==> src/rtl/mrc_pkg.sv <==
// Shared constants, types and register map of the measurement recording coupler
package mrc_pkg;

	// Clock and printed times
	localparam int CLK_NS        = 10;
	localparam int XFER_MIN_NS   = 524_000;
	localparam int XFER_MAX_NS   = 1_524_000;
	localparam int TAPE_CHAR_NS  = 2_000_000;
	localparam int PUNCH_CHAR_NS = 8_500_000;
	localparam int SCAN_ADV_NS   = 50_000;
	localparam int CMD_PULSE_NS  = 10_000;
	localparam int GAP_ACK_NS    = 1_000_000;

	// Cycle counts: least times round up, longest times round down
	localparam int XFER_MIN_CYC   = (XFER_MIN_NS + CLK_NS - 1) / CLK_NS;
	localparam int XFER_MAX_CYC   = XFER_MAX_NS / CLK_NS;
	localparam int XFER_SEL_MAX   = 255;
	localparam int XFER_STEP_CYC  = (XFER_MAX_CYC - XFER_MIN_CYC) / XFER_SEL_MAX;
	localparam int TAPE_CHAR_CYC  = (TAPE_CHAR_NS + CLK_NS - 1) / CLK_NS;
	localparam int PUNCH_CHAR_CYC = (PUNCH_CHAR_NS + CLK_NS - 1) / CLK_NS;
	localparam int SCAN_ADV_CYC   = (SCAN_ADV_NS + CLK_NS - 1) / CLK_NS;
	localparam int CMD_PULSE_CYC  = (CMD_PULSE_NS + CLK_NS - 1) / CLK_NS;
	localparam int GAP_ACK_CYC    = (GAP_ACK_NS + CLK_NS - 1) / CLK_NS;

	localparam int TMR_W = 24;
	localparam int CNT_W = 10;

	// Register byte offsets
	localparam logic [7:0] ADR_CTRL   = 8'h00;
	localparam logic [7:0] ADR_GROUP  = 8'h04;
	localparam logic [7:0] ADR_STATUS = 8'h08;

	// Control register fields
	localparam int CTRL_EN_BIT    = 0;
	localparam int CTRL_PUNCH_BIT = 1;
	localparam int CTRL_MODE_LSB  = 2;
	localparam int CTRL_NOW_BIT   = 4;
	localparam int CTRL_XFER_LSB  = 8;

	// Status register fields
	localparam int STAT_STATE_LSB = 0;
	localparam int STAT_READY_BIT = 3;
	localparam int STAT_GAP_BIT   = 4;
	localparam int STAT_NRDY_BIT  = 5;
	localparam int STAT_BUSY_BIT  = 6;
	localparam int STAT_RUN_BIT   = 7;
	localparam int STAT_WCNT_LSB  = 16;

	// Reset values
	localparam logic             EN_RST    = 1'b1;
	localparam logic             PUNCH_RST = 1'b0;
	localparam logic [7:0]       XFER_RST  = 8'h00;
	localparam logic [CNT_W-1:0] GROUP_RST = 10'h00a;

	// Nibble shown while the punch records its carriage return marker
	localparam logic [3:0] CR_NIBBLE = 4'hf;

	typedef enum logic [1:0] {
		GRP_PROG      = 2'h0,
		GRP_WORDS     = 2'h1,
		GRP_SCANS     = 2'h2,
		GRP_WORDS_EOS = 2'h3
	} mrc_group_t;

	typedef enum logic [2:0] {
		ST_IDLE = 3'h0,
		ST_LOAD = 3'h1,
		ST_ADV  = 3'h3,
		ST_PRES = 3'h2,
		ST_CMD  = 3'h6,
		ST_WAIT = 3'h7,
		ST_CTRL = 3'h5,
		ST_HOLD = 3'h4
	} mrc_state_t;

	typedef struct packed {
		logic [3:0] chr;
		logic       cr;
		logic       cmd;
		logic       gap_req;
	} mrc_rec_t;

	typedef struct packed {
		logic gap;
		logic not_ready;
		logic busy;
	} mrc_hold_t;

endpackage

==> src/rtl/mrc_sync.sv <==
// Three-stage pin synchroniser; a bit changes once stages two and three agree
`timescale 1ns/100ps
module mrc_sync #(
	parameter int W = 1
)(
	input  wire logic         ref_clk_i,
	input  wire logic         resetn_i,
	input  wire logic [W-1:0] d_i,
	output logic      [W-1:0] q_o
);
	logic [W-1:0] s1_reg;
	logic [W-1:0] s2_reg;
	logic [W-1:0] s3_reg;
	logic [W-1:0] q_reg;

	genvar b;
	generate
		for (b = 0; b < W; b++) begin : g_bit
			always_ff @(posedge ref_clk_i or negedge resetn_i) begin
				if (!resetn_i) begin
					s1_reg[b] <= 1'b0;
					s2_reg[b] <= 1'b0;
					s3_reg[b] <= 1'b0;
					q_reg[b]  <= 1'b0;
				end else begin
					s1_reg[b] <= d_i[b];
					s2_reg[b] <= s1_reg[b];
					s3_reg[b] <= s2_reg[b];
					if (s2_reg[b] == s3_reg[b]) begin
						q_reg[b] <= s3_reg[b];
					end
				end
			end
		end
	endgenerate

	assign q_o = q_reg;
endmodule

==> src/rtl/mrc_timer.sv <==
// Down counter: done goes high the given number of cycles after a load
`timescale 1ns/100ps
module mrc_timer
	import mrc_pkg::*;
(
	input  wire logic             ref_clk_i,
	input  wire logic             resetn_i,
	input  wire logic             load_i,
	input  wire logic [TMR_W-1:0] value_i,
	output logic                  done_o
);
	logic [TMR_W-1:0] cnt_reg;

	always_ff @(posedge ref_clk_i or negedge resetn_i) begin
		if (!resetn_i) begin
			cnt_reg <= '0;
		end else if (load_i) begin
			cnt_reg <= value_i;
		end else if (cnt_reg != '0) begin
			cnt_reg <= cnt_reg - 1'b1;
		end
	end

	assign done_o = (cnt_reg == '0);
endmodule

==> src/rtl/mrc_coupler.sv <==
// Coupler: takes a reading and channel code in parallel, then records them one character at a time
//
// Functional notes
// - Reading and channel code are loaded together, all bits in parallel.
// - Input transfer time is set by software between 0.524 ms and 1.524 ms.
// - Stored characters go out one at a time, each with a command pulse.
// - No new reading is taken until every character has been sent.
// - Tape recording budgets 2 ms per character.
// - Punch recording expects 8.5 ms per character.
// - Tape step commands are spaced by an internal 2 ms interval.
// - A formatting control character is inserted at programmed intervals.
// - On tape the control character is a gap request line pulse.
// - While a gap is in progress no new reading is accepted.
// - Next punch command and character wait until punch busy is removed.
// - On the punch the control character is a carriage return, same handshake.
// - Every decimal digit travels as four bits weighted 8-4-2-1.
// - An end-of-word pulse follows the last character of each word.
// - A channel-advance pulse goes to the scanner before characters are sent.
// - Software-held counts set how many words or scans separate control characters.
//
// The register offsets and the Wishbone slave port were left to the implementer.
`timescale 1ns/100ps
module mrc_coupler
	import mrc_pkg::*;
#(
	parameter int RDG_DIGITS = 5,
	parameter int CH_DIGITS  = 3,
	parameter int XFER_MIN   = XFER_MIN_CYC,
	parameter int XFER_STEP  = XFER_STEP_CYC,
	parameter int TAPE_CHAR  = TAPE_CHAR_CYC,
	parameter int PUNCH_CHAR = PUNCH_CHAR_CYC,
	parameter int SCAN_ADV   = SCAN_ADV_CYC,
	parameter int GAP_ACK    = GAP_ACK_CYC
)(
	input  wire logic                    ref_clk_i,
	input  wire logic                    resetn_i,
	input  wire logic                    wb_cyc_i,
	input  wire logic                    wb_stb_i,
	input  wire logic                    wb_we_i,
	input  wire logic [7:0]              wb_adr_i,
	input  wire logic [3:0]              wb_sel_i,
	input  wire logic [31:0]             wb_dat_i,
	output logic      [31:0]             wb_dat_o,
	output logic                         wb_ack_o,
	input  wire logic                    meas_done_i,
	input  wire logic                    pass_end_indication_i,
	input  wire mrc_hold_t               hold_i,
	input  wire logic [RDG_DIGITS*4-1:0] rdg_bcd_i,
	input  wire logic [CH_DIGITS*4-1:0]  chan_bcd_i,
	output mrc_rec_t                     rec_o,
	output logic                         scan_advance_o,
	output logic                         word_end_indication_o,
	output logic                         ready_o
);
	localparam int N_CHAR = RDG_DIGITS + CH_DIGITS;
	localparam int IDX_W  = $clog2(N_CHAR);
	localparam logic [IDX_W-1:0] LAST_IDX = IDX_W'(N_CHAR - 1);

	// Synchronised pins
	logic      meas_s;
	logic      eos_s;
	mrc_hold_t hold_s;
	logic      meas_d_reg;
	logic      eos_d_reg;
	logic      meas_rise;
	logic      eos_rise;
	logic      hold_any;

	// Software registers
	logic             en_reg;
	logic             punch_reg;
	mrc_group_t       mode_reg;
	logic [7:0]       xfer_sel_reg;
	logic [CNT_W-1:0] group_reg;
	logic             now_pend_reg;

	// Sequencer state
	mrc_state_t       state_reg;
	mrc_state_t       state_next;
	logic [IDX_W-1:0] idx_reg;
	logic [IDX_W-1:0] idx_next;
	logic [3:0]       char_mem [N_CHAR];
	logic [N_CHAR*4-1:0] cap_word;
	mrc_rec_t         rec_reg;
	mrc_rec_t         rec_next;
	logic             scan_adv_reg;
	logic             scan_adv_next;
	logic             word_end_reg;
	logic             word_end_next;
	logic             is_ctrl_reg;
	logic             is_ctrl_next;
	logic             flag_seen_reg;
	logic             flag_seen_next;
	logic             gap_seen_reg;
	logic             gap_seen_next;
	logic             ready_reg;
	logic             meas_pend_reg;
	logic             eos_pend_reg;
	logic             word_eos_reg;
	logic [CNT_W-1:0] word_cnt_reg;
	logic [CNT_W-1:0] scan_cnt_reg;

	// Timer control
	logic             tmr_load;
	logic [TMR_W-1:0] tmr_val;
	logic             tmr_done;
	logic             load_now;
	logic             word_done;
	logic             start_xfer;
	logic             char_ok;

	// Bus decode
	logic        wb_hit;
	logic        wb_wr;
	logic        hit_ctrl;
	logic        hit_group;
	logic        hit_status;
	logic [31:0] rd_data;
	logic [31:0] ctrl_word;
	logic [31:0] status_word;
	logic [31:0] dat_reg;
	logic        ack_reg;

	// Grouping decisions
	logic [CNT_W-1:0] word_cnt_inc;
	logic [CNT_W-1:0] scan_cnt_inc;
	logic             words_hit;
	logic             scans_hit;
	logic             ctrl_due;
	logic [TMR_W-1:0] xfer_cyc;

	mrc_sync #(
		.W (5)
	) u_sync (
		.ref_clk_i (ref_clk_i),
		.resetn_i  (resetn_i),
		.d_i       ({meas_done_i, pass_end_indication_i, hold_i}),
		.q_o       ({meas_s, eos_s, hold_s})
	);

	mrc_timer u_timer (
		.ref_clk_i (ref_clk_i),
		.resetn_i  (resetn_i),
		.load_i    (tmr_load),
		.value_i   (tmr_val),
		.done_o    (tmr_done)
	);

	assign meas_rise = meas_s & ~meas_d_reg;
	assign eos_rise  = eos_s & ~eos_d_reg;
	assign hold_any  = hold_s.gap | hold_s.not_ready;
	assign cap_word  = {chan_bcd_i, rdg_bcd_i};

	assign xfer_cyc = TMR_W'(XFER_MIN) + TMR_W'(xfer_sel_reg) * TMR_W'(XFER_STEP);

	assign word_cnt_inc = word_cnt_reg + 1'b1;
	assign scan_cnt_inc = scan_cnt_reg + 1'b1;
	assign words_hit    = (word_cnt_inc >= group_reg);
	assign scans_hit    = word_eos_reg && (scan_cnt_inc >= group_reg);
	assign ctrl_due     = (mode_reg == GRP_WORDS)     ? words_hit :
	                      (mode_reg == GRP_SCANS)     ? scans_hit :
	                      (mode_reg == GRP_WORDS_EOS) ? (words_hit | word_eos_reg) :
	                      now_pend_reg;

	assign start_xfer = (state_reg == ST_IDLE) && (state_next == ST_LOAD);
	assign char_ok    = punch_reg ? (tmr_done && flag_seen_reg && !hold_s.busy)
	                              : tmr_done;

	// Sequencer
	always_comb begin
		state_next     = state_reg;
		idx_next       = idx_reg;
		rec_next       = rec_reg;
		scan_adv_next  = scan_adv_reg;
		word_end_next  = 1'b0;
		is_ctrl_next   = is_ctrl_reg;
		flag_seen_next = flag_seen_reg;
		gap_seen_next  = gap_seen_reg;
		tmr_load       = 1'b0;
		tmr_val        = '0;
		load_now       = 1'b0;
		word_done      = 1'b0;
		if (hold_s.busy && (state_reg == ST_CMD || state_reg == ST_WAIT)) begin
			flag_seen_next = 1'b1;
		end
		if (hold_s.gap && state_reg == ST_HOLD) begin
			gap_seen_next = 1'b1;
		end
		case (state_reg)
			ST_IDLE: begin
				if (en_reg && meas_pend_reg && !hold_any) begin
					state_next = ST_LOAD;
					tmr_load   = 1'b1;
					tmr_val    = xfer_cyc;
				end
			end
			ST_LOAD: begin
				if (tmr_done) begin
					load_now      = 1'b1;
					scan_adv_next = 1'b1;
					tmr_load      = 1'b1;
					tmr_val       = TMR_W'(SCAN_ADV);
					state_next    = ST_ADV;
				end
			end
			ST_ADV: begin
				if (tmr_done) begin
					scan_adv_next = 1'b0;
					idx_next      = '0;
					is_ctrl_next  = 1'b0;
					rec_next.chr  = char_mem[0];
					rec_next.cr   = 1'b0;
					state_next    = ST_PRES;
				end
			end
			ST_PRES: begin
				// Character has stood for a cycle before the command rises
				rec_next.cmd   = 1'b1;
				flag_seen_next = 1'b0;
				tmr_load       = 1'b1;
				// The loading edge already counts, so a pulse of N cycles loads N - 1
				tmr_val        = TMR_W'(CMD_PULSE_CYC - 1);
				state_next     = ST_CMD;
			end
			ST_CMD: begin
				if (tmr_done) begin
					rec_next.cmd = 1'b0;
					tmr_load     = 1'b1;
					// Two sequencing cycles come off so command starts sit one slot apart
					tmr_val      = punch_reg ? TMR_W'(PUNCH_CHAR - CMD_PULSE_CYC - 2)
					                         : TMR_W'(TAPE_CHAR - CMD_PULSE_CYC - 2);
					state_next   = ST_WAIT;
				end
			end
			ST_WAIT: begin
				if (char_ok) begin
					if (is_ctrl_reg) begin
						rec_next.cr  = 1'b0;
						is_ctrl_next = 1'b0;
						state_next   = ST_IDLE;
					end else if (idx_reg == LAST_IDX) begin
						word_done     = 1'b1;
						word_end_next = 1'b1;
						if (ctrl_due && punch_reg) begin
							is_ctrl_next = 1'b1;
							rec_next.cr  = 1'b1;
							rec_next.chr = CR_NIBBLE;
							state_next   = ST_PRES;
						end else if (ctrl_due) begin
							state_next = ST_CTRL;
						end else begin
							state_next = ST_IDLE;
						end
					end else begin
						idx_next     = idx_reg + 1'b1;
						rec_next.chr = char_mem[idx_reg + 1'b1];
						state_next   = ST_PRES;
					end
				end
			end
			ST_CTRL: begin
				if (!hold_any) begin
					rec_next.gap_req = 1'b1;
					gap_seen_next    = 1'b0;
					tmr_load         = 1'b1;
					tmr_val          = TMR_W'(CMD_PULSE_CYC - 1);
					state_next       = ST_HOLD;
				end
			end
			ST_HOLD: begin
				if (rec_reg.gap_req) begin
					if (tmr_done) begin
						rec_next.gap_req = 1'b0;
						tmr_load         = 1'b1;
						tmr_val          = TMR_W'(GAP_ACK);
					end
				end else if (gap_seen_reg ? !hold_s.gap : tmr_done) begin
					// Gap end, or the recorder never raised its hold-off in time
					state_next = ST_IDLE;
				end
			end
			default: begin
				state_next = ST_IDLE;
			end
		endcase
	end

	// Parallel capture of all digits at one edge
	genvar c;
	generate
		for (c = 0; c < N_CHAR; c++) begin : g_char
			always_ff @(posedge ref_clk_i or negedge resetn_i) begin
				if (!resetn_i) begin
					char_mem[c] <= 4'h0;
				end else if (load_now) begin
					char_mem[c] <= cap_word[(N_CHAR-1-c)*4 +: 4];
				end
			end
		end
	endgenerate

	always_ff @(posedge ref_clk_i or negedge resetn_i) begin
		if (!resetn_i) begin
			state_reg     <= ST_IDLE;
			idx_reg       <= '0;
			rec_reg       <= '0;
			scan_adv_reg  <= 1'b0;
			word_end_reg  <= 1'b0;
			is_ctrl_reg   <= 1'b0;
			flag_seen_reg <= 1'b0;
			gap_seen_reg  <= 1'b0;
			ready_reg     <= 1'b0;
			meas_d_reg    <= 1'b0;
			eos_d_reg     <= 1'b0;
		end else begin
			state_reg     <= state_next;
			idx_reg       <= idx_next;
			rec_reg       <= rec_next;
			scan_adv_reg  <= scan_adv_next;
			word_end_reg  <= word_end_next;
			is_ctrl_reg   <= is_ctrl_next;
			flag_seen_reg <= flag_seen_next;
			gap_seen_reg  <= gap_seen_next;
			ready_reg     <= (state_next == ST_IDLE) && en_reg && !hold_any;
			meas_d_reg    <= meas_s;
			eos_d_reg     <= eos_s;
		end
	end

	// Pending events: a new measurement edge in the clearing cycle is kept; a pass end in that cycle goes to the word being loaded
	always_ff @(posedge ref_clk_i or negedge resetn_i) begin
		if (!resetn_i) begin
			meas_pend_reg <= 1'b0;
			eos_pend_reg  <= 1'b0;
			word_eos_reg  <= 1'b0;
		end else begin
			meas_pend_reg <= meas_rise | (meas_pend_reg & ~start_xfer);
			eos_pend_reg  <= load_now ? 1'b0 : (eos_pend_reg | eos_rise);
			if (load_now) begin
				word_eos_reg <= eos_pend_reg | eos_rise;
			end
		end
	end

	// Word and scan counters restart whenever they trigger a control character
	always_ff @(posedge ref_clk_i or negedge resetn_i) begin
		if (!resetn_i) begin
			word_cnt_reg <= '0;
			scan_cnt_reg <= '0;
		end else if (word_done) begin
			word_cnt_reg <= (ctrl_due && mode_reg != GRP_SCANS) ? '0 : word_cnt_inc;
			if (word_eos_reg) begin
				scan_cnt_reg <= scans_hit ? '0 : scan_cnt_inc;
			end
		end
	end

	// Wishbone slave: answers every access, mapped or not, one cycle after the strobe
	assign wb_hit     = wb_cyc_i & wb_stb_i & ~ack_reg;
	assign wb_wr      = wb_hit & wb_we_i;
	assign hit_ctrl   = (wb_adr_i == ADR_CTRL);
	assign hit_group  = (wb_adr_i == ADR_GROUP);
	assign hit_status = (wb_adr_i == ADR_STATUS);

	assign ctrl_word = {16'h0000, xfer_sel_reg, 3'h0, 1'b0, mode_reg, punch_reg, en_reg};
	assign status_word = {6'h00, word_cnt_reg, 8'h00, rec_reg.cmd | rec_reg.gap_req,
	                      hold_s.busy, hold_s.not_ready, hold_s.gap, ready_reg, state_reg};
	assign rd_data = hit_ctrl   ? ctrl_word :
	                 hit_group  ? {22'h000000, group_reg} :
	                 hit_status ? status_word : 32'h0000_0000;

	always_ff @(posedge ref_clk_i or negedge resetn_i) begin
		if (!resetn_i) begin
			ack_reg <= 1'b0;
			dat_reg <= 32'h0000_0000;
		end else begin
			ack_reg <= wb_hit;
			if (wb_hit && !wb_we_i) begin
				dat_reg <= rd_data;
			end
		end
	end

	always_ff @(posedge ref_clk_i or negedge resetn_i) begin
		if (!resetn_i) begin
			en_reg       <= EN_RST;
			punch_reg    <= PUNCH_RST;
			mode_reg     <= GRP_WORDS;
			xfer_sel_reg <= XFER_RST;
			group_reg    <= GROUP_RST;
		end else if (wb_wr) begin
			if (hit_ctrl && wb_sel_i[0]) begin
				en_reg    <= wb_dat_i[CTRL_EN_BIT];
				punch_reg <= wb_dat_i[CTRL_PUNCH_BIT];
				mode_reg  <= mrc_group_t'(wb_dat_i[CTRL_MODE_LSB +: 2]);
			end
			if (hit_ctrl && wb_sel_i[1]) begin
				xfer_sel_reg <= wb_dat_i[CTRL_XFER_LSB +: 8];
			end
			if (hit_group && wb_sel_i[0]) begin
				group_reg[7:0] <= wb_dat_i[7:0];
			end
			if (hit_group && wb_sel_i[1]) begin
				group_reg[CNT_W-1:8] <= wb_dat_i[CNT_W-1:8];
			end
		end
	end

	// External control request in PROG mode; a new request wins over the clear
	always_ff @(posedge ref_clk_i or negedge resetn_i) begin
		if (!resetn_i) begin
			now_pend_reg <= 1'b0;
		end else if (wb_wr && hit_ctrl && wb_sel_i[0] && wb_dat_i[CTRL_NOW_BIT]) begin
			now_pend_reg <= 1'b1;
		end else if (word_done && mode_reg == GRP_PROG) begin
			now_pend_reg <= 1'b0;
		end
	end

	assign wb_ack_o              = ack_reg;
	assign wb_dat_o              = dat_reg;
	assign rec_o                 = rec_reg;
	assign scan_advance_o        = scan_adv_reg;
	assign word_end_indication_o = word_end_reg;
	assign ready_o               = ready_reg;
endmodule

==> config.mk <==
export PLATFORM = sky130hd
export DESIGN_NAME = mrc_coupler
export DESIGN_NICKNAME = d
export VERILOG_FILES = /design/src/rtl/mrc_pkg.sv /design/src/rtl/mrc_sync.sv /design/src/rtl/mrc_timer.sv /design/src/rtl/mrc_coupler.sv
export SDC_FILE = /design/constraint.sdc
export NUM_CORES = 1
export LEC_CHECK = 0
export CELL_PAD_IN_SITES_DETAIL_PLACEMENT = 2
export CELL_PAD_IN_SITES_GLOBAL_PLACEMENT = 2
export CORE_MARGIN = 2
export CORE_UTILIZATION = 41
export DETAILED_ROUTE_END_ITERATION = 10
export DONT_BUFFER_PORTS = 1
export GPL_TIMING_DRIVEN = 0
export PLACE_DENSITY_LB_ADDON = 0.1
export SLEW_MARGIN = 20
export SYNTH_ARGS = -nofsm -noshare
export SYNTH_HDL_FRONTEND = slang
export SYNTH_SLANG_ARGS = --single-unit
==> constraint.sdc <==
create_clock -name ref_clk_i -period 4.6 [get_ports ref_clk_i]
set_input_delay 0.92 -clock ref_clk_i [delete_from_list [all_inputs] [get_ports ref_clk_i]]
set_output_delay 0.92 -clock ref_clk_i [all_outputs]
set_load 0.02 [all_outputs]
==> results by group, run 1 <==
Status
  • Outcome: finished, final reports clean

Clock tree
  • Cts hold-fix bufs: 0
  • Clock slew at reported path FFs: 80 ps
  • Post-CTS setup buffers: 0
  • Cts bufs inserted: 17
  • Clock buffer depth: 2
  • Worst-Skew Late Latency: between 400 and 500 ps
  • Number of H-tree levels: 4
  • Root Buffer: clkbuf_16
  • Post-CTS Resized: 0
  • TritonCTS clock tree: yes
  • Sink Count: between 150 and 200

Yosys
  • Yosys cell types: 75
  • Synth async-reset ratio: 100.0%
  • Sequential share of the synthesized area: between 40% and 50%
  • Syn Area/Cell: just over 10 um^2
  • EDFF count, synth: 0
  • YS warnings: 0
  • Post-synthesis cell count: between 800 and 900
  • Post-Syn Area: about 0.0092 mm^2
  • Top FF cell, synth: dfrtp_1
  • Synth Register Bits: 170

Detailed routing
  • Metal1 wirelength: between 10000 and 15000 um
  • Routed len/inst: roughly 23 um
  • DRT iter0 DRCs: 260
  • Final ANT Viol Nets: 0
  • Top Layer Used: met5
  • Final wirelength: 27640 um
  • Wire length on met2: ~14000 um
  • Vias: approximately 7000
  • DRC Markers: 0
  • Vias per cell: 5.841
  • First-pass DRT Iterations: 6
  • Metal3 WL: 1345 um

Global route
  • First-pass GRT wire length: approximately 46000 um
  • Global Route Usage Sum: roughly 24%
  • Remaining Overflow, GRT: 0
  • Initial antenna violation count: 1
  • Largest net degree at the start of global routing: roughly 170
  • Vias in the first global route: approximately 8000

Setup path
  • Most frequent CP cell: and3_1
  • Worst r2r src: scan_cnt_reg[2]
  • Reg2reg setup slack: about 560 ps
  • Critical Path Start Type: register
  • Crit path cell chain: and3_1 > and3_1 > and3_1 > nand3_1 > xor2_1 > inv_1 > ha_1 > and4_1 > a21oi_1 > o221ai_1 > a221oi_1 > o41a_1 > mux2_2
  • Critical path type: register to register
  • Worst EP required: 4920 ps
  • Arr. time, crit path: ~4400 ps
  • Reg2reg path depth: 13
  • CP max-delay cell: a221oi_1
  • Cell family with most CP delay: compound AO/OA/AOI/OAI gates
  • CP Max Fanout: 6
  • Highest cell delay on the worst timing path: 850 ps
  • Reg2reg end: rec_o[5]
  • Buffers and inverters on the worst path: 1
  • Worst setup EP type: register

Pwr
  • Total power: around 0.0037 W
  • Leakage: about 4.8 nW
  • Switching power total: roughly 0.0011 W
  • P_int: 0.002550 W
  • Seq pwr share: around half
  • Clock share of power: about two fifths
  • Combinational share of power: 11.1%
  • Worst IR drop on VDD: around 0.00026 V
  • Pwr Density: ~360 mW/mm^2
  • Switching share of power: a little over 30%

Placement
  • Final Wtd Congestion: around 0.84
  • HPWL Detailed: 20360 um
  • Port-buffer cells: 0

Timing
  • Max Clock Skew: 19.32 ps
  • Worst-Margin Slew: a little under 1000 ps
  • RSZ-0062 raised after global routing: no
  • Final slew viol count: 0
  • Fmax: roughly 250 MHz
  • Final setup vio count: 0
  • Final hold vios: 0
  • Slew margin rel.: around a third
  • Tmin final: about 4000 ps
  • Final cycle utilization of the critical path: just under 90%
  • Fin Setup TNS: 0 ps

Min path
  • Worst Hold Class: primary input to asynchronous set/reset pin

Finish
  • Multi-input gate area: between 0.004 and 0.005 mm^2
  • NumNets Final: ~1100
  • Antenna diodes: 0
  • Fillers: 2282
  • Share of layout cells above drive strength 1: around 12%
  • Register Area: ~0.0043 mm^2
  • Max reg flops: 32
  • Synth-to-Final Area Change: 10.59%

Floorplanning
  • I/O pin count: 129
  • Core ar.: between 0.02 and 0.025 mm^2
  • Die Width: 154.1 um
  • Initial core utilization: between 40 and 50%
  • Die H: 154.1 um
  • # rows: 54
  • Die area: roughly 0.024 mm^2

Run
  • Max-Cap Viols: 0
-- area by class of cell --
type	instances	area share, %
clock buffers	17	4.163
clock inverters	15	1.738
plain buffers	43	1.959
multi-input cells	646	45.37
flip-flops and latches	170	41.67
well taps	280	3.428
inverters	44	1.665
-- stage by stage --
| step | hold WS [ps] | std cells | util [%] | area, um^2 | worst slack, ps |
|---|---|---|---|---|---|
| 3_5_place_dp | 335.8 | 1183 | 43.79 | 9617 | 551.4 |
| 2_1_floorplan | 331.2 | 903 | - | 9260 | 1189 |
| 3_3_place_gp | 333.3 | 1183 | 43.77 | 9610 | 685.2 |
| 5_1_grt | 146.3 | 1215 | 46.54 | 10220 | 274.4 |
| 6_report | 172.9 | 1215 | 46.54 | 10220 | 563.1 |
| 4_1_cts | 151.6 | 1215 | 46.54 | 10220 | 530.6 |
-- metal layers --
metal / vias to the layer above / track usage, %
li1: 3242 / -
met1: 3692 / 30.37
met2: 135 / 43.39
met3: 26 / 5.327
met4: 2 / 6.231
met5: - / 0
-- power groups by stage --
stage | sequential, W | combinational [W] | clock [W]
2_1_floorplan | 0.00175 | 0.000323 | 0
3_3_place_gp | 0.00178 | 0.000377 | 0
3_5_place_dp | 0.00180 | 0.000405 | 0
4_1_cts | 0.00177 | 0.000411 | 0.00151
5_1_grt | 0.00179 | 0.000462 | 0.00157
6_report | 0.00177 | 0.000409 | 0.00148
-- cells in the mapped netlist, drive strengths merged, types with 9 or more instances --
cell type  number  area, um^2
o31ai          17       127.6
xor2           20       175.2
buf            15       95.08
nand2b         19       118.9
xnor2          26       227.7
nand3          33       165.2
inv            43       161.4
nor3           12       60.06
nor4            9       56.30
mux2           45       506.7
a21oi          29       145.1
nor2           57       214.0
o21ai          59       299.0
clkbuf         28       105.1
a21o            9       67.56
nand2         100       382.9
dfrtp         166        4154
ha             56       700.7
-- worst reg2reg max path, stage by stage, from the launching register on --
cell and delay [ps]:
dfrtp_1 450, and3_1 220, and3_1 230, and3_1 230, nand3_1 120, xor2_1 200
inv_1 80, ha_1 290, and4_1 200, a21oi_1 160, o221ai_1 160, a221oi_1 850
o41a_1 380, mux2_2 370
-- worst max-delay path by stage --
| stage | from | end | slack, ps | cells past startpoint |
|---|---|---|---|---|
| 2_1_floorplan | xfer_sel_reg[1] | u_timer.cnt_reg[16] | 1190 | 15 |
| 3_3_place_gp | xfer_sel_reg[1] | u_timer.cnt_reg[17] | 690 | 15 |
| 3_5_place_dp | scan_cnt_reg[2] | rec_o[5] | 550 | 13 |
| 4_1_cts | scan_cnt_reg[2] | rec_o[5] | 530 | 13 |
| 5_1_grt | word_cnt_reg[2] | rec_o[3] | 270 | 14 |
| 6_report | scan_cnt_reg[2] | rec_o[5] | 560 | 13 |
-- kinds of logic (layout without fill, tap and decap cells) --
group | after synthesis | in the layout | synth area share [%]
AND/OR/NAND/NOR | 284 | 284 | 15.15
AO/OA/AOI/OAI | 185 | 185 | 13.28
flip-flops | 170 | 170 | 46.09
buffers and inverters | 87 | 119 | 4.007
adder cells (fa/ha/maj) | 64 | 64 | 8.773
multiplexers | 61 | 61 | 8.300
XOR/XNOR | 46 | 46 | 4.360
other | 1 | 6 | 0.04058
-- placed cells by master (no fill, tap or decap), types with 5 or more instances in the layout --
cell,instances
a211oi_1,8
a21o_1,9
a21oi_1,29
a221oi_1,8
a22o_1,5
a2bb2oi_1,5
a31oi_1,6
and3_1,7
buf_2,7
buf_4,6
clkbuf_1,28
clkbuf_16,17
clkinv_8,5
conb_1,6
dfrtp_1,166
ha_1,56
inv_1,43
maj3_1,5
mux2_2,45
mux2i_1,8
mux4_2,8
nand2_1,99
nand2b_1,19
nand3_1,33
nor2_1,57
nor2b_1,7
nor3_1,12
nor4_1,8
o211ai_1,6
o21ai_0,54
o31ai_1,17
or3_1,5
or4_1,5
xnor2_1,26
xor2_1,20
Note: power is estimated with default switching activity, not from simulation.
==> run 2, diff against run 1 <==
--- a/config.mk
+++ b/config.mk
@@ -12,7 +12,7 @@
 export DETAILED_ROUTE_END_ITERATION = 10
 export DONT_BUFFER_PORTS = 1
 export GPL_TIMING_DRIVEN = 0
-export PLACE_DENSITY_LB_ADDON = 0.1
+export PLACE_DENSITY = 0.85
 export SLEW_MARGIN = 20
 export SYNTH_ARGS = -nofsm -noshare
 export SYNTH_HDL_FRONTEND = slang
==> run 2 against run 1 <==
Effect of this change: combinational power up 1%; sequential share of layout area hardly changed; clock power hardly changed; hold slack worse by 14 ps; die area did not move; flip-flop and latch count stayed put; wire length increased by 13%; clock skew fell by 2.7 ps; register-to-register slack got worse by 260 ps; global-route usage increased by 2.9 points; core utilization about the same; non-clock buffer count stayed put; critical path type unchanged; critical endpoint is now rec_o[4]; largest cell class unchanged.
==> results by group, run 2 (synthesized netlist as in run 1, its figures left out) <==
Pwr
  • Clock share of power: 40.5% (about the same)
  • Worst IR drop on VDD: 0.0002320 V (-9.5%)
  • Seq pwr share: 48.3% (about the same)
  • P_int: 0.002549 W (about the same)
  • Pwr Density: 360.2 mW/mm^2 (+0.45%)
  • Switching power total: 0.001129 W (+1.3%)
  • Switching share of power: 30.70% (+0.28 points)
  • Combinational share of power: 11.2% (about the same)
  • Total power: 0.003678 W (+0.36%)
  • Leakage: 4.814 nW (about the same)

Setup path
  • Reg2reg path depth: 13 (unchanged)
  • Worst EP required: 4920 ps (about the same)
  • Arr. time, crit path: 4620 ps (+260 ps)
  • Critical path type: register to register
  • CP max-delay cell: a221oi_1
  • Reg2reg setup slack: 300 ps (-260 ps)
  • Worst setup EP type: register
  • Critical Path Start Type: register
  • Most frequent CP cell: and3_1
  • Reg2reg end: rec_o[4]
  • Highest cell delay on the worst timing path: 840 ps (about the same)
  • Worst r2r src: scan_cnt_reg[2]
  • Crit path cell chain: and3_1 > and3_1 > and3_1 > nand3_1 > xor2_1 > inv_1 > ha_1 > and4_1 > a21oi_1 > o221ai_1 > a221oi_1 > o41a_1 > mux2_2
  • CP Max Fanout: 6 (unchanged)

Detailed routing
  • Metal3 WL: 1496 um (+11%)
  • Wire length on met2: 16970 um (+20%)
  • DRT iter0 DRCs: 373 (+43%)
  • Routed len/inst: 25.75 um (+13%)
  • Vias per cell: 5.958 (+2.0%)
  • DRC Markers: 0 (unchanged)
  • Vias: 7239 (+2.0%)
  • Final wirelength: 31280 um (+13%)
  • Top Layer Used: met4
  • First-pass DRT Iterations: 4 (-2)
  • Metal1 wirelength: 12200 um (+3.9%)
  • Final ANT Viol Nets: 0 (unchanged)

Global route
  • Largest net degree at the start of global routing: 171 (unchanged)
  • Vias in the first global route: 8308 (+1.9%)
  • Remaining Overflow, GRT: 0 (unchanged)
  • First-pass GRT wire length: 49490 um (+8.1%)
  • Global Route Usage Sum: 27.36% (+2.9 points)
  • Initial antenna violation count: 0 (-1)

Clock tree
  • Cts bufs inserted: 17 (unchanged)
  • Number of H-tree levels: 4 (unchanged)
  • Sink Count: 170 (unchanged)
  • Root Buffer: clkbuf_16
  • Worst-Skew Late Latency: 450 ps (about the same)
  • Cts hold-fix bufs: 0 (unchanged)
  • TritonCTS clock tree: yes
  • Clock buffer depth: 2 (unchanged)
  • Clock slew at reported path FFs: 80 ps (about the same)
  • Post-CTS setup buffers: 0 (unchanged)
  • Post-CTS Resized: 0 (unchanged)

Finish
  • Antenna diodes: 0 (unchanged)
  • Commonest cells after routing, fill and taps aside: dfrtp_1 (166), nand2_1 (99), nor2_1 (57)
  • Synth-to-Final Area Change: 10.49% (about the same)
  • Fin cells: 1215 (unchanged)
  • NumNets Final: 1067 (unchanged)
  • Share of layout cells above drive strength 1: 12.09% (unchanged)
  • Core Util, Final: 46.50% (about the same)
  • Max reg flops: 32 (unchanged)
  • Commonest non-fill, non-tap cell in the layout: dfrtp_1

Timing
  • Final hold vios: 0 (unchanged)
  • Slew margin rel.: 32.89% (-2.2 points)
  • Tmin final: 4298 ps (+261.2 ps)
  • Fmax: 232.7 MHz (-6.1%)
  • Final cycle utilization of the critical path: 93.44% (+5.7 points)
  • Worst-Margin Slew: 993.6 ps (+19.72 ps)
  • RSZ-0062 raised after global routing: no
  • Final slew viol count: 0 (unchanged)
  • Max Clock Skew: 16.59 ps (-2.728 ps)
  • Setup WS post-layout: 301.9 ps (-261.2 ps)
  • Final setup vio count: 0 (unchanged)
  • Fin Setup TNS: 0 ps (unchanged)

Floorplanning
  • I/O pin count: 129 (unchanged)
  • Die Width: 154.1 um (unchanged)
  • Die H: 154.1 um (unchanged)
  • Initial core utilization: 42.09% (unchanged)
  • Die area: 0.02376 mm^2 (unchanged)
  • Core ar.: 0.02196 mm^2 (unchanged)
  • # rows: 54 (unchanged)

Run
  • Max-Cap Viols: 0 (unchanged)

Placement
  • Final Wtd Congestion: 0.7936 (-5.4%)
  • HPWL Detailed: 21280 um (+4.5%)
  • DP Worst Slack: 520.4 ps (-30.97 ps)
  • Cells after DPL: 1183 (unchanged)
  • Port-buffer cells: 0 (unchanged)

Min path
  • Worst Hold Class: primary input to asynchronous set/reset pin

Status
  • Outcome: finished, final reports clean
## run 2: changes by cell type in the layout (fill, tap and decap cells not counted)
cell,previous run,this run
inv_8,3,4
clkinv_4,1,2
clkinv_8,5,3
clkinv_2,1,0
inv_6,3,4
## run 2: how the worst max path moves through the flow
stage               startpoint             endpoint  cells after the start
3_5_place_dp   scan_cnt_reg[2]             rec_o[4]                     13
5_1_grt        scan_cnt_reg[2]             rec_o[4]                     13
3_3_place_gp   scan_cnt_reg[2]             rec_o[6]                     13
4_1_cts        scan_cnt_reg[3]             rec_o[4]                     13
2_1_floorplan  xfer_sel_reg[1]  u_timer.cnt_reg[16]                     15
6_report       scan_cnt_reg[2]             rec_o[4]                     13
## run 2: power by group through the flow
stage / clock [W] / sequential, W / combinational (W)
final: 0.00149 / 0.00178 / 0.000413
after global routing: 0.00157 / 0.00180 / 0.000467
after CTS: 0.00152 / 0.00178 / 0.000416
after detailed placement: 0 / 0.00180 / 0.000397
after global placement: 0 / 0.00179 / 0.000369
after floorplan: 0 / 0.00175 / 0.000323
## run 2: final cells by class
cell class                 instances  area, um^2
clock inverter                    15       168.9
sequential                       170        4259
tap                              280       350.3
inverter                          44       170.2
clock buffer                      17       425.4
multi-input combinational        646        4637
fill                            2310       11750
buffer                            43       200.2
## run 2: metal layers
metal  GRT usage, %  vias to the layer above
li1               -                     3247
met1          31.33                     3802
met2          50.20                      144
met3          6.764                       46
met4          8.456                        0
met5              0                        -
## run 2: worst max-delay path: cells and delay by family, from the launching register on
| family | cells | cell delay (ps) |
|---|---|---|
| adder cells (fa/ha/maj) | 1 | 320 |
| buffers and inverters | 1 | 80 |
| multiplexers | 1 | 410 |
| AND/OR/NAND/NOR | 5 | 1050 |
| flip-flops | 1 | 450 |
| XOR/XNOR | 1 | 240 |
| AO/OA/AOI/OAI | 4 | 1630 |
## run 2: metrics by stage
step | cell area (um^2) | hold slack, ps
global route | 10210 | 138.1
floorplan | 9260 | 331.2
finish | 10210 | 158.6
global placement | 9610 | 331.4
CTS | 10200 | 143.4
detailed placement | 9610 | 337.1
==> run 3, diff against run 2 <==
--- a/config.mk
+++ b/config.mk
@@ -8,11 +8,12 @@
 export CELL_PAD_IN_SITES_DETAIL_PLACEMENT = 2
 export CELL_PAD_IN_SITES_GLOBAL_PLACEMENT = 2
 export CORE_MARGIN = 2
-export CORE_UTILIZATION = 41
+export CORE_UTILIZATION = 43
+export CTS_BUF_LIST = sky130_fd_sc_hd__clkbuf_4 sky130_fd_sc_hd__clkbuf_8
 export DETAILED_ROUTE_END_ITERATION = 10
 export DONT_BUFFER_PORTS = 1
 export GPL_TIMING_DRIVEN = 0
-export PLACE_DENSITY = 0.85
+export PLACE_DENSITY = 0.9
 export SLEW_MARGIN = 20
 export SYNTH_ARGS = -nofsm -noshare
 export SYNTH_HDL_FRONTEND = slang
==> run 3 against run 2 <==
Effect of this change: fmax is 2.1% higher; sequential share of layout area is 0.80 points higher; cell area is 1.9% lower; flip-flop and latch count stayed put; core utilization is 1.0 points higher; highest routed layer unchanged; via count is 0.43% higher.
==> results by group, run 3 (synthesized netlist as in run 1, its figures left out) <==
Clock tree
  • Post-CTS setup buffers: 0 (unchanged)
  • Cts bufs inserted: 17 (unchanged)
  • Root Buffer: clkbuf_8
  • TritonCTS clock tree: yes
  • Number of H-tree levels: 4 (unchanged)
  • Clock buffer depth: 2 (unchanged)
  • Worst-Skew Late Latency: 490 ps (+40 ps)
  • Cts hold-fix bufs: 0 (unchanged)
  • Post-CTS Resized: 0 (unchanged)
  • Clock slew at reported path FFs: 110 ps (+30 ps)
  • Sink Count: 170 (unchanged)

Floorplanning
  • Die area: 0.02268 mm^2 (-4.5%)
  • Core ar.: 0.02109 mm^2 (-4.0%)
  • I/O pin count: 129 (unchanged)
  • Die H: 150.6 um (-2.3%)
  • Die Width: 150.6 um (-2.3%)
  • # rows: 53 (-1.9%)
  • Initial core utilization: 43.82% (+1.7 points)

Detailed routing
  • Routed len/inst: 24.46 um (-5.0%)
  • Metal3 WL: 1754 um (+17%)
  • Vias per cell: 6.008 (+0.84%)
  • Final ANT Viol Nets: 0 (unchanged)
  • Final wirelength: 29600 um (-5.4%)
  • DRC Markers: 0 (unchanged)
  • DRT iter0 DRCs: 292 (-22%)
  • Wire length on met2: 15070 um (-11%)
  • Top Layer Used: met4
  • Metal1 wirelength: 12020 um (-1.5%)
  • Vias: 7270 (+0.43%)
  • First-pass DRT Iterations: 4 (unchanged)

Finish
  • Fin cells: 1210 (-0.41%)
  • Post-route cell area: 0.01002 mm^2 (-1.9%)
  • Synth-to-Final Area Change: 8.421%
  • Commonest non-fill, non-tap cell in the layout: dfrtp_1
  • Share of layout cells above drive strength 1: 12.09% (unchanged)
  • Antenna diodes: 0 (unchanged)
  • Core Util, Final: 47.51% (+1.0 points)
  • Max reg flops: 32 (unchanged)
  • Commonest cells after routing, fill and taps aside: dfrtp_1 (166), nand2_1 (99), nor2_1 (57)
  • NumNets Final: 1067 (unchanged)

Timing
  • Fmax: 237.5 MHz (+2.1%)
  • Final setup vio count: 0 (unchanged)
  • RSZ-0062 raised after global routing: no
  • Tmin final: 4210 ps (-87.74 ps)
  • Final hold vios: 0 (unchanged)
  • Max Clock Skew: 20.63 ps (+4.042 ps)
  • Slew margin rel.: 36.32% (+3.4 points)
  • Final cycle utilization of the critical path: 91.53% (-1.9 points)
  • Final hold slack: 104.3 ps (-54.38 ps)
  • Worst-Margin Slew: 955.1 ps (-38.46 ps)
  • Final slew viol count: 0 (unchanged)
  • Fin Setup TNS: 0 ps (unchanged)

Placement
  • DP Area: 0.009610 mm^2 (unchanged)
  • Port-buffer cells: 0 (unchanged)
  • HPWL Detailed: 20740 um (-2.6%)
  • Cells after DPL: 1178 (-0.42%)
  • Final Wtd Congestion: 0.8077 (+1.8%)

Setup path
  • CP Max Fanout: 6 (unchanged)
  • Worst r2r src: scan_cnt_reg[2]
  • Reg2reg path depth: 13 (unchanged)
  • Reg2reg end: rec_o[3]
  • Reg2reg setup slack: 390 ps (+90 ps)
  • Worst setup EP type: register
  • Worst EP required: 4980 ps (+60 ps)
  • Critical path type: register to register
  • Critical Path Start Type: register
  • Arr. time, crit path: 4590 ps (-30 ps)

Pwr
  • Leakage: 4.731 nW (-1.7%)
  • Worst IR drop on VDD: 0.0002666 V (+15%)
  • Pwr Density: 328.3 mW/mm^2 (-8.9%)

Global route
  • Largest net degree at the start of global routing: 171 (unchanged)
  • Initial antenna violation count: 1 (+1)
  • Remaining Overflow, GRT: 0 (unchanged)
  • Global Route Usage Sum: 27.29% (-0.074 points)
  • First-pass GRT wire length: 46870 um (-5.3%)
  • Vias in the first global route: 8255 (-0.64%)

Run
  • Max-Cap Viols: 0 (unchanged)

Min path
  • Worst Hold Class: primary input to asynchronous set/reset pin

Status
  • Outcome: finished, final reports clean
[run 3: critical path: stages (launching register included)]
cell and delay (ps):
dfrtp_1 470, and3_1 270, and3_1 310, and3_1 240
nand3_1 110, xor2_1 200, inv_1 90, ha_1 300
and4_1 210, a21oi_1 140, o221ai_1 180, a221oi_1 850
o41a_1 360, mux2_2 360
[run 3: power by group]
group | switching (W) | internal [W]
Combinational | 0.000211 | 0.000196
Clock | 0.000696 | 0.000414
Sequential | 0.000155 | 0.00162
Total | 0.00106 | 0.00223
[run 3: worst max-delay path by stage]
stage	from	end	slack [ps]
finish	scan_cnt_reg[2]	rec_o[3]	390
global route	scan_cnt_reg[2]	rec_o[3]	50
global placement	scan_cnt_reg[2]	rec_o[4]	690
CTS	scan_cnt_reg[2]	rec_o[3]	330
detailed placement	scan_cnt_reg[2]	rec_o[4]	490
floorplan	xfer_sel_reg[1]	u_timer.cnt_reg[16]	1190
[run 3: per-stage QoR]
step                      worst slack [ps]  power (W)
after floorplan                       1189   0.002077
after global placement               693.1   0.002157
after detailed placement             490.2   0.002195
after CTS                            326.2   0.003310
after global routing                 53.42   0.003433
final                                389.6   0.003289
[run 3: per-layer routing]
layer | track usage (%) | up-vias
met5 | 0 | -
met4 | 8.832 | 0
met3 | 8.000 | 55
met2 | 47.59 | 173
met1 | 32.33 | 3790
li1 | - | 3252
[run 3: final cells by class]
class | instances | area [um^2]
Multi-Input combinational cell | 646 | 4637
Clock buffer | 17 | 234.0
Sequential cell | 170 | 4259
Buffer | 43 | 200.2
Fill cell | 2172 | 11070
Inverter | 44 | 170.2
Tap cell | 275 | 344.1
Clock inverter | 15 | 175.2
